===== config.mk =====
export PLATFORM = sky130hd
export DESIGN_NAME = lane_alarm_summary
export DESIGN_NICKNAME = d
export VERILOG_FILES = /design/src/design/lane_alarm_pkg.sv /design/src/design/pin_sync3.sv /design/src/design/lane_reduce.sv /design/src/design/lane_alarm_summary.sv
export SDC_FILE = /design/constraint.sdc
export NUM_CORES = 1
export LEC_CHECK = 0
export BUFFER_PORTS_ARGS = -buffer_cell sky130_fd_sc_hd__buf_4
export CORE_AREA = 2 2 631 633
export DETAILED_ROUTE_END_ITERATION = 10
export DIE_AREA = 0 0 633 635
export GPL_ROUTABILITY_DRIVEN = 1
export PLACE_DENSITY = 0.3
export SLEW_MARGIN = 20
export SYNTH_ARGS = -nofsm -noshare
export SYNTH_HDL_FRONTEND = slang
export SYNTH_HIERARCHICAL = 1
export SYNTH_SLANG_ARGS = --single-unit

===== constraint.sdc =====
create_clock -name i_clk -period 4.9 [get_ports i_clk]
set_clock_uncertainty 0.15 [all_clocks]
set_input_delay 0.735 -clock i_clk [delete_from_list [all_inputs] [get_ports i_clk]]
set_output_delay 0.735 -clock i_clk [all_outputs]
set_load 0.01 [all_outputs]

===== src/design/lane_alarm_pkg.sv =====
// Constants shared by the lane alarm summary block: word offsets, field positions, reset values.
// Assumes a word-addressed Avalon-MM slave with 16-bit data in the low half of a 32-bit bus.
package lane_alarm_pkg;
	localparam int unsigned LANES = 16;
	localparam int unsigned ADDR_W = 16;
	localparam int unsigned DATA_W = 32;
	// Word indices; byte address is four times the index
	localparam logic [ADDR_W-1:0] IDX_GLOBAL_SUMMARY = 16'ha018;
	localparam logic [ADDR_W-1:0] IDX_NET_AW_SUMMARY = 16'ha019;
	localparam logic [ADDR_W-1:0] IDX_NET_FS_SUMMARY = 16'ha01a;
	localparam logic [ADDR_W-1:0] IDX_HOST_FS_SUMMARY = 16'ha01b;
	localparam logic [ADDR_W-1:0] IDX_RESERVED_WORD = 16'ha01c;
	localparam logic [ADDR_W-1:0] IDX_GENERAL_COND = 16'ha01d;
	localparam logic [ADDR_W-1:0] IDX_SOFT_CONTROL = 16'ha010;
	localparam logic [ADDR_W-1:0] IDX_IRQ_STATUS = 16'hb000;
	localparam logic [ADDR_W-1:0] IDX_IRQ_MASK = 16'hb001;
	// Global summary fields
	localparam int unsigned GS_NET_FS_BIT = 13;
	localparam int unsigned GS_NET_AW_BIT = 12;
	localparam int unsigned GS_SOFT_TEST_BIT = 0;
	// Soft control field
	localparam int unsigned SC_GLOBAL_TEST_BIT = 9;
	// General condition fields
	localparam int unsigned GC_INTERLOCK_BIT = 13;
	localparam int unsigned GC_REFERENCE_CLOCK_INPUT_LOSS_BIT = 10;
	localparam int unsigned GC_JITTER_PLL_BIT = 9;
	localparam int unsigned GC_CMU_BIT = 8;
	// Interrupt status and mask fields
	localparam int unsigned IRQ_W = 6;
	localparam int unsigned IRQ_NET_AW = 0;
	localparam int unsigned IRQ_NET_FS = 1;
	localparam int unsigned IRQ_HOST_FS = 2;
	localparam int unsigned IRQ_INTERLOCK = 3;
	localparam int unsigned IRQ_REFERENCE_CLOCK_INPUT = 4;
	localparam int unsigned IRQ_PLL = 5;
	localparam logic [15:0] WORD_RESET = 16'h0000;
	localparam logic [IRQ_W-1:0] IRQ_RESET = 6'h00;
	localparam logic [1:0] RESP_OKAY = 2'h0;
	localparam logic [1:0] RESP_SLAVEERROR = 2'h2;
endpackage


===== src/design/pin_sync3.sv =====
// Three-stage synchroniser for asynchronous status pins, one per bit.
// Assumes inputs come from outside the clock domain; output flips when stages two and three agree.
`timescale 1ns/10ps
module pin_sync3 #(
	parameter int unsigned WIDTH = 4
) (
	input  wire logic             i_clk,
	input  wire logic             i_nrst,
	input  wire logic [WIDTH-1:0] i_async,
	output logic      [WIDTH-1:0] o_sync
);
	typedef struct packed {
		logic [WIDTH-1:0] s1;
		logic [WIDTH-1:0] s2;
		logic [WIDTH-1:0] s3;
		logic [WIDTH-1:0] q;
	} sync_state_t;

	sync_state_t state_reg;
	sync_state_t state_next;

	always_comb begin
		state_next = state_reg;
		state_next.s1 = i_async;
		state_next.s2 = state_reg.s1;
		state_next.s3 = state_reg.s2;
		for (int b = 0; b < WIDTH; b++) begin
			if (state_reg.s2[b] == state_reg.s3[b]) begin
				state_next.q[b] = state_reg.s3[b];
			end
		end
	end

	always_ff @(posedge i_clk) begin
		if (!i_nrst) begin
			state_reg <= '0;
		end else begin
			state_reg <= state_next;
		end
	end

	assign o_sync = state_reg.q;
endmodule


===== src/design/lane_reduce.sv =====
// Per-lane reduction: each summary bit is the OR of that lane's enabled latched bits.
// Assumes latch and enable vectors are already on the block's clock, lane n in slice n.
`timescale 1ns/10ps
module lane_reduce #(
	parameter int unsigned LANES = 16,
	parameter int unsigned BITS  = 16
) (
	input  wire logic [LANES*BITS-1:0] i_latch,
	input  wire logic [LANES*BITS-1:0] i_enable,
	output logic      [LANES-1:0]      o_summary
);
	genvar n;
	generate
		for (n = 0; n < LANES; n++) begin : g_lane
			assign o_summary[n] = |(i_latch[n*BITS +: BITS] & i_enable[n*BITS +: BITS]);
		end
	endgenerate
endmodule


===== src/design/lane_alarm_summary.sv =====
// Alarm summary words for network and host lanes plus the upper general condition bits.
// Assumes latch/enable vectors arrive on i_clk; the four condition pins are asynchronous.
`timescale 1ns/10ps

module lane_alarm_summary (
	input  wire logic                                 i_clk,
	input  wire logic                                 i_nrst,
	input  wire logic [lane_alarm_pkg::ADDR_W-1:0]    i_avs_address,
	input  wire logic                                 i_avs_read,
	input  wire logic                                 i_avs_write,
	input  wire logic [lane_alarm_pkg::DATA_W-1:0]    i_avs_writedata,
	input  wire logic [3:0]                           i_avs_byteenable,
	output logic      [lane_alarm_pkg::DATA_W-1:0]    o_avs_readdata,
	output logic                                      o_avs_waitrequest,
	output logic      [1:0]                           o_avs_response,
	input  wire logic [lane_alarm_pkg::LANES*16-1:0]  i_net_aw_latch,
	input  wire logic [lane_alarm_pkg::LANES*16-1:0]  i_net_aw_enable,
	input  wire logic [lane_alarm_pkg::LANES*16-1:0]  i_net_fs_latch,
	input  wire logic [lane_alarm_pkg::LANES*16-1:0]  i_net_fs_enable,
	input  wire logic [lane_alarm_pkg::LANES*16-1:0]  i_host_fs_latch,
	input  wire logic [lane_alarm_pkg::LANES*16-1:0]  i_host_fs_enable,
	input  wire logic                                 i_cooling_interlock,
	input  wire logic                                 i_reference_clock_input_loss,
	input  wire logic                                 i_tx_jitter_pll_unlock,
	input  wire logic                                 i_tx_clock_mult_unlock,
	output logic                                      o_global_test,
	output logic                                      o_irq
);
	import lane_alarm_pkg::*;

	typedef enum logic [2:0] {
		BUS_IDLE   = 3'b001,
		BUS_ANSWER = 3'b010,
		BUS_DONE   = 3'b100
	} bus_state_t;

	typedef struct packed {
		bus_state_t       bus;
		logic [15:0]      net_aw;
		logic [15:0]      net_fs;
		logic [15:0]      host_fs;
		logic [15:0]      general;
		logic             soft_test;
		logic [IRQ_W-1:0] irq_status;
		logic [IRQ_W-1:0] irq_mask;
		logic [IRQ_W-1:0] prev_events;
		logic [DATA_W-1:0] rdata;
		logic              wait_req;
		logic [1:0]        resp;
		logic              irq;
	} blk_state_t;

	blk_state_t state_reg;
	blk_state_t state_next;

	logic [LANES-1:0] net_aw_comb;
	logic [LANES-1:0] net_fs_comb;
	logic [LANES-1:0] host_fs_comb;
	logic [3:0]       cond_sync;

	lane_reduce #(.LANES(LANES), .BITS(16)) u_net_aw (
		.i_latch   (i_net_aw_latch),
		.i_enable  (i_net_aw_enable),
		.o_summary (net_aw_comb)
	);

	lane_reduce #(.LANES(LANES), .BITS(16)) u_net_fs (
		.i_latch   (i_net_fs_latch),
		.i_enable  (i_net_fs_enable),
		.o_summary (net_fs_comb)
	);

	lane_reduce #(.LANES(LANES), .BITS(16)) u_host_fs (
		.i_latch   (i_host_fs_latch),
		.i_enable  (i_host_fs_enable),
		.o_summary (host_fs_comb)
	);

	// Condition pins come from other clock domains
	pin_sync3 #(.WIDTH(4)) u_cond_sync (
		.i_clk   (i_clk),
		.i_nrst  (i_nrst),
		.i_async ({i_cooling_interlock, i_reference_clock_input_loss,
			i_tx_jitter_pll_unlock, i_tx_clock_mult_unlock}),
		.o_sync  (cond_sync)
	);

	function automatic logic [15:0] global_word(input blk_state_t s);
		logic [15:0] w;
		w = WORD_RESET;
		w[GS_NET_FS_BIT] = |s.net_fs;
		w[GS_NET_AW_BIT] = |s.net_aw;
		w[GS_SOFT_TEST_BIT] = s.soft_test;
		return w;
	endfunction

	always_comb begin
		logic [IRQ_W-1:0] events;
		logic [15:0]      rword;
		logic             hit;
		logic             wr;
		state_next = state_reg;
		events = '0;
		rword = WORD_RESET;
		hit = 1'b1;
		wr = 1'b0;

		// Summaries registered every cycle; one cycle of lag, no read effect
		state_next.net_aw = net_aw_comb;
		state_next.net_fs = net_fs_comb;
		state_next.host_fs = host_fs_comb;
		state_next.general = WORD_RESET;
		state_next.general[GC_INTERLOCK_BIT] = cond_sync[3];
		state_next.general[GC_REFERENCE_CLOCK_INPUT_LOSS_BIT] = cond_sync[2];
		state_next.general[GC_JITTER_PLL_BIT] = cond_sync[1];
		state_next.general[GC_CMU_BIT] = cond_sync[0];

		// Rising edges of the summarised conditions are interrupt events
		events[IRQ_NET_AW] = (|state_reg.net_aw) & ~state_reg.prev_events[IRQ_NET_AW];
		events[IRQ_NET_FS] = (|state_reg.net_fs) & ~state_reg.prev_events[IRQ_NET_FS];
		events[IRQ_HOST_FS] = (|state_reg.host_fs) & ~state_reg.prev_events[IRQ_HOST_FS];
		events[IRQ_INTERLOCK] = state_reg.general[GC_INTERLOCK_BIT]
			& ~state_reg.prev_events[IRQ_INTERLOCK];
		events[IRQ_REFERENCE_CLOCK_INPUT] = state_reg.general[GC_REFERENCE_CLOCK_INPUT_LOSS_BIT]
			& ~state_reg.prev_events[IRQ_REFERENCE_CLOCK_INPUT];
		events[IRQ_PLL] = (state_reg.general[GC_JITTER_PLL_BIT]
			| state_reg.general[GC_CMU_BIT]) & ~state_reg.prev_events[IRQ_PLL];
		state_next.prev_events = {
			state_reg.general[GC_JITTER_PLL_BIT] | state_reg.general[GC_CMU_BIT],
			state_reg.general[GC_REFERENCE_CLOCK_INPUT_LOSS_BIT],
			state_reg.general[GC_INTERLOCK_BIT],
			|state_reg.host_fs, |state_reg.net_fs, |state_reg.net_aw};

		// Register decode
		if (i_avs_address == IDX_GLOBAL_SUMMARY) begin
			rword = global_word(state_reg);
		end else if (i_avs_address == IDX_NET_AW_SUMMARY) begin
			rword = state_reg.net_aw;
		end else if (i_avs_address == IDX_NET_FS_SUMMARY) begin
			rword = state_reg.net_fs;
		end else if (i_avs_address == IDX_HOST_FS_SUMMARY) begin
			rword = state_reg.host_fs;
		end else if (i_avs_address == IDX_RESERVED_WORD) begin
			rword = WORD_RESET;
		end else if (i_avs_address == IDX_GENERAL_COND) begin
			rword = state_reg.general;
		end else if (i_avs_address == IDX_SOFT_CONTROL) begin
			rword[SC_GLOBAL_TEST_BIT] = state_reg.soft_test;
		end else if (i_avs_address == IDX_IRQ_STATUS) begin
			rword[IRQ_W-1:0] = state_reg.irq_status;
		end else if (i_avs_address == IDX_IRQ_MASK) begin
			rword[IRQ_W-1:0] = state_reg.irq_mask;
		end else begin
			hit = 1'b0;
		end

		// Sticky status; a set in the clearing cycle wins
		state_next.irq_status = state_reg.irq_status | events;

		case (state_reg.bus)
			BUS_IDLE: begin
				if (i_avs_read || i_avs_write) begin
					state_next.bus = BUS_ANSWER;
					state_next.wait_req = 1'b0;
					state_next.resp = hit ? RESP_OKAY : RESP_SLAVEERROR;
					state_next.rdata = i_avs_read ? {16'h0000, rword} : '0;
				end
			end
			BUS_ANSWER: begin
				// Master sees waitrequest low at this edge, so the write lands only now
				state_next.bus = BUS_DONE;
				state_next.wait_req = 1'b1;
				wr = i_avs_write && hit;
			end
			BUS_DONE: begin
				// One quiet cycle so the master can release its request
				state_next.bus = BUS_IDLE;
			end
			default: begin
				state_next.bus = BUS_IDLE;
				state_next.wait_req = 1'b1;
			end
		endcase

		if (wr && i_avs_byteenable[1] && i_avs_address == IDX_SOFT_CONTROL) begin
			state_next.soft_test = i_avs_writedata[SC_GLOBAL_TEST_BIT];
		end
		if (wr && i_avs_byteenable[0] && i_avs_address == IDX_IRQ_MASK) begin
			state_next.irq_mask = i_avs_writedata[IRQ_W-1:0];
		end
		if (wr && i_avs_byteenable[0] && i_avs_address == IDX_IRQ_STATUS) begin
			state_next.irq_status = (state_reg.irq_status & ~i_avs_writedata[IRQ_W-1:0])
				| events;
		end

		state_next.irq = |(state_next.irq_status & state_next.irq_mask);
	end

	always_ff @(posedge i_clk) begin
		if (!i_nrst) begin
			state_reg.bus <= BUS_IDLE;
			state_reg.net_aw <= WORD_RESET;
			state_reg.net_fs <= WORD_RESET;
			state_reg.host_fs <= WORD_RESET;
			state_reg.general <= WORD_RESET;
			state_reg.soft_test <= 1'b0;
			state_reg.irq_status <= IRQ_RESET;
			state_reg.irq_mask <= IRQ_RESET;
			state_reg.prev_events <= IRQ_RESET;
			state_reg.rdata <= '0;
			state_reg.wait_req <= 1'b1;
			state_reg.resp <= RESP_OKAY;
			state_reg.irq <= 1'b0;
		end else begin
			state_reg <= state_next;
		end
	end

	// Waitrequest high except in the answer cycle
	assign o_avs_waitrequest = state_reg.wait_req;
	assign o_avs_readdata = state_reg.rdata;
	assign o_avs_response = state_reg.resp;
	assign o_global_test = state_reg.soft_test;
	assign o_irq = state_reg.irq;
endmodule


# --- Yosys cells after proc, flatten, opt, wreduce, memory -nomap -nowiden ---
# Cells that the tools add are included.
word_totals:
  ff_bits: 122
  inputBits: 1596
  output_inout_bits: 37
  elab_cells: 197
op_classes:
  n_eq_ne: 17
  mux: 31
  n_bitwise: 67
  n_reduce_logical: 61
op_table:
  columns: ["operator", "n"]
  rows:
  - ["$reduce_or A16 Y1", 51]
  - ["$and A16 B16 Y16", 48]
  - ["$eq A16 B16 Y1 const B", 9]
  - ["$mux W16", 6]
  - ["$mux W6", 7]
  - ["$and A6 B6 Y6", 2]
  - ["$mux W1", 12]
  - ["$or A6 B6 Y6", 2]
  - ["$mux W3", 3]
  - ["$not A1 Y1", 7]
  - ["$and A1 B1 Y1", 6]
  - ["$logic_and A1 B1 Y1", 6]
  - ["$not A6 Y6", 1]
  - ["$pmux W3 S2", 1]
  - ["$reduce_or A6 Y1", 1]
  - ["$eq A1 B1 Y1", 4]
  - ["$reduce_and A2 Y1", 2]
  - ["$eq A3 B1 Y1 const B", 1]
  - ["$eq A3 B2 Y1 const B", 1]
  - ["$eq A3 B3 Y1 const B", 1]
  - ["$mux W2", 1]
  - ["$ne A2 B2 Y1 const B", 1]
  - ["$pmux W1 S2", 1]
  - ["$logic_or A1 B1 Y1", 1]
  - ["$or A1 B1 Y1", 1]

# --- Logic depth before layout (Yosys ltp) ---
depth:
  ltp_word: 17
  mapped_depth: 8

# --- Hierarchy ---
# Netlist, hierarchy kept.
by_module_without_submodules:
  columns: ["mod", "n_inst", "cells_per_inst", "area_each_um2", "seq_area_each_um2"]
  rows:
  - ["lane_reduce", 3, 144, 1621.6, 0.0]
  - ["lane_alarm_summary", 1, 406, 3927.5, 1861.8]
  - ["pin_sync3", 1, 45, 511.7, 320.3]

# --- Worst setup path after synthesis ---
# Ideal clock, no wire load.
synth_path:
  path_type: "input to register"
  startpoint: "input i_avs_address[9] (netlist bit)"
  endpoint: "register state_reg, in the netlist o_irq"
  setup_time_ns: 0.120
  arrival_ns: 2.193
  t_required_ns: 4.630
  path_slack_ns: 2.437
  path_stages: 6
  n_path_buf: 0
  cell_sequence: "nor4b_4 nand4_2 nor2_4 mux2i_1 o22ai_1 o31a_1"
synth_via:
  elab_chain_len: 17
  elab_cells_between_ends: 27
  cone_classes: "eq/ne: 9; mux: 12; bitwise: 1; reduce/logical: 5"
synth_lines:
  columns: ["element", "line", "source"]
  rows:
  - ["start: declaration", "lane_alarm_summary.sv:8", "input wire logic [lane_alarm_pkg::ADDR_W-1:0] i_avs_address,"]
  - ["$eq A16 B16 Y1", "lane_alarm_summary.sv:151, lane_alarm_summary.sv:188", null]
  - ["$mux W1", "lane_alarm_summary.sv:151", "end else if (i_avs_address == IDX_IRQ_MASK) begin"]
  - ["$mux W1", "lane_alarm_summary.sv:149", "end else if (i_avs_address == IDX_IRQ_STATUS) begin"]
  - ["$mux W1", "lane_alarm_summary.sv:147", "end else if (i_avs_address == IDX_SOFT_CONTROL) begin"]
  - ["$mux W1", "lane_alarm_summary.sv:145", "end else if (i_avs_address == IDX_GENERAL_COND) begin"]
  - ["$mux W1", "lane_alarm_summary.sv:143", "end else if (i_avs_address == IDX_RESERVED_WORD) begin"]
  - ["$mux W1", "lane_alarm_summary.sv:141", "end else if (i_avs_address == IDX_HOST_FS_SUMMARY) begin"]
  - ["$mux W1", "lane_alarm_summary.sv:139", "end else if (i_avs_address == IDX_NET_FS_SUMMARY) begin"]
  - ["$mux W1", "lane_alarm_summary.sv:137", "end else if (i_avs_address == IDX_NET_AW_SUMMARY) begin"]
  - ["$mux W1", "lane_alarm_summary.sv:135", "if (i_avs_address == IDX_GLOBAL_SUMMARY) begin"]
  - ["$logic_and A1 B1 Y1", "lane_alarm_summary.sv:173", "wr = i_avs_write && hit;"]
  - ["$mux W1", "lane_alarm_summary.sv:160", "case (state_reg.bus)"]
  - ["$logic_and A1 B1 Y1", "lane_alarm_summary.sv:188, lane_alarm_summary.sv:191", null]
  - ["$logic_and A1 B1 Y1, on equally long branches", "lane_alarm_summary.sv:191, lane_alarm_summary.sv:188", null]
  - ["$mux W6, on equally long branches", "lane_alarm_summary.sv:191, lane_alarm_summary.sv:188", null]
  - ["$and A6 B6 Y6 *", "lane_alarm_summary.sv:196", "state_next.irq = |(state_next.irq_status & state_next.irq_mask);"]
  - ["$reduce_or A6 Y1 *", "lane_alarm_summary.sv:196", null]
  - ["end signal: assignment", "lane_alarm_summary.sv:215", "state_reg <= state_next;"]
  - ["end: declaration", "lane_alarm_summary.sv:53", "blk_state_t state_reg;"]
# Mark *: on every way between the ends. The rest lies on a longest branch, timed or not.
# A chain may end at the register's enable or synchronous reset.

# --- Final worst setup path ---
# Ends and elaborated chain as after synthesis.

==> results_dict.tcl <==
set metrics [dict create \
    status "finished clean" \
    reg2regPathDepth 6 \
    rrSetupSlack_ns 2.64 \
    leakagePower_uw 0.0108 \
    ir_drop_mv 0.164 \
    h-tree-depth 3 \
    cts_resized 0 \
    synth_warnings 6 \
    area_delta_synth_final_pct 200 \
    grt_max_degree 76 \
    core_area_mm2 0.395 \
    crit_arrival_ns 3.08 \
    worstSetupEndpointType "register" \
    timing.rr.start "state_reg[120]$_SDFFE_PN0P_" \
    powerDensity_mw_per_mm2 139 \
    antenna_found_initial 329 \
    syn-cell-area_mm2 0.00930 \
    syn_inst 883 \
    final-hold-violation-count 0 \
    tns_ns 0 \
    place_inst 7675 \
    worst_slew_pin_slew_ns 0.969 \
    hold_depth 1 \
    ys_ff_latch 109 \
    ys_seq_area_share_pct 23.5 \
    die_x_um 633 \
    relSlewSlack_pct 35.3 \
    grt_pass1_vias 17378 \
    ys.flop_type "dfxtp_1" \
    drt_iter0_markers 1252 \
    wl_per_cell_um 40.7 \
    clock_latency_ns 0.39 \
    postCtsSetupRepairBufs 0 \
    cap_viol_max_count 0 \
    clock_path_buffers 2 \
    fin_crit_sh_pct 60.1 \
    syn_area_per_cell_um2 10.5 \
    cp-start-kind "primary input" \
    clock-sinks 109 \
    critPathMaxFanout 6 \
    routed-via-count 17439 \
    nFillCells 46565 \
    min_from "u_cond_sync/state_next[9]$_SDFF_PN0_" \
    vias_per_cell 2.26 \
    root_buffer "clkbuf_16" \
    layout.cells.most_common_list "buf_4, a22o_1, a221oi_2, dfxtp_1, and2_1" \
    fin_cells 7728 \
    first_pass_iters 5 \
    grt_overflow 0 \
    drv_slew 0 \
    cp-startpoint "i_avs_address[9]" \
    total_power_uw 3890 \
    drive_above_1_share_pct 74.7 \
    hpwl_mm 306 \
    gp_congestion 0.948 \
    ioPinCount 1633 \
    start_util_pct 2.36 \
    wl_mm 314 \
    cts_tree "yes" \
    drc 0 \
    layout_min_cycle_time_ns 2.95 \
    cts_made_buffers 9 \
    path_class "primary input to register" \
    cp.required_ns 5.03 \
    hold_class "register to register" \
    final_nets 4040 \
    synth_area_leaders "a221oi_2, dfxtp_1, a22o_1" \
    synth_top_area_share_pct 31.0 \
    dieArea_mm2 0.402 \
    timing.hold.ws_ns 0.295 \
    grt_usage_pct 15.1 \
    async_flop_share_pct 0 \
    rsz0062_at_grt "false" \
    die_y_um 635 \
    max_freq_mhz 339 \
    cts.clk_slew.worst_paths_ns 0.09 \
    synth_top_cell_by_area "a221oi_2" \
    synth-edff-count 0 \
    largest_register_ffs 71 \
    setup_viol 0 \
    hold_end "u_cond_sync/state_next[5]$_SDFF_PN0_" \
    io_buffers 1588 \
    hold_buffers 0 \
    grt_pass1_wl_mm 353 \
    final_common_cell "buf_4" \
    rows 231 \
    synthDistinctLibCells 54 \
    r2r_end "o_irq$_SDFF_PN0_" \
    ant_nets 0 \
]
## worst max-delay path by stage
stage,slack (ns),end
finish,1.95,o_irq$_SDFF_PN0_
global route,1.84,o_irq$_SDFF_PN0_
CTS,1.90,state_reg[119]$_SDFFE_PN1P_
detailed placement,1.46,state_reg[119]$_SDFFE_PN1P_
global placement,1.47,state_reg[119]$_SDFFE_PN1P_
floorplan,2.44,o_irq$_SDFF_PN0_
## kinds of logic after synthesis
kind of cell,after synthesis,synth area share [%]
muxes,26,3.07
other,1,0.0403
DFF,109,23.5
buffers and inverters,66,4.36
and+or+nand+nor,227,14.8
AOI/OAI and AO/OA,453,54.2
xor gates and xnor gates,1,0.0942
## stage by stage
stage                     util [%]  worst slack [ns]  instance area (um2)
after global routing          7.05              1.84                27800
after CTS                     7.05              1.90                27800
after global placement        6.97              1.47                27500
final                         7.07              1.95                27900
after floorplan                  -              2.44                 9360
after detailed placement      6.97              1.46                27500
## metal layers
layer	global-route usage [%]	vias to the layer above	wire length, um
li1	-	7052	-
met1	21.0	8434	148000
met2	24.0	1483	139000
met3	4.06	378	23100
met4	0.890	92	3250
met5	0	-	588
## synth_stat cells (all sizes together) (7+ instances only)
cell type	n
a21oi	15
a221oi	192
a22o	192
a22oi	13
a2bb2oi	7
and2	68
buf	47
clkbuf	13
dfxtp	109
mux2	10
mux2i	15
nand2	15
nand3	7
nand4	56
nor2	39
nor2b	8
nor4	13
o21ai	7
o22ai	8
## critical path, cell delays in order
cell     delay (ns)
buf_4          0.12
nor4b_4        0.76
nand4_2        0.35
nor2_4         0.37
mux2i_1        0.29
o22ai_1        0.15
o31a_1         0.29
## cell type report
class,instances,area [um2],area share (%)
Tap cell,5242,6560,23.5
Multi-Input combinational cell,724,6780,24.3
Clock inverter,7,93.8,0.336
Timing Repair Buffer,1594,12000,42.9
Clock buffer,9,225,0.807
Antenna cell,37,92.6,0.332
Sequential cell,109,2180,7.82
Inverter,6,22.5,0.0807
## power breakdown
part | leakage (uW) | switching [uW] | total, uW | internal, uW
registers | 0.000902 | 33.1 | 954 | 921
clock network | 0.000154 | 443 | 817 | 374
logic | 0.00977 | 1050 | 2120 | 1070
total | 0.0108 | 1530 | 3890 | 2360
No activity file was read; power rests on OpenSTA's default activity.
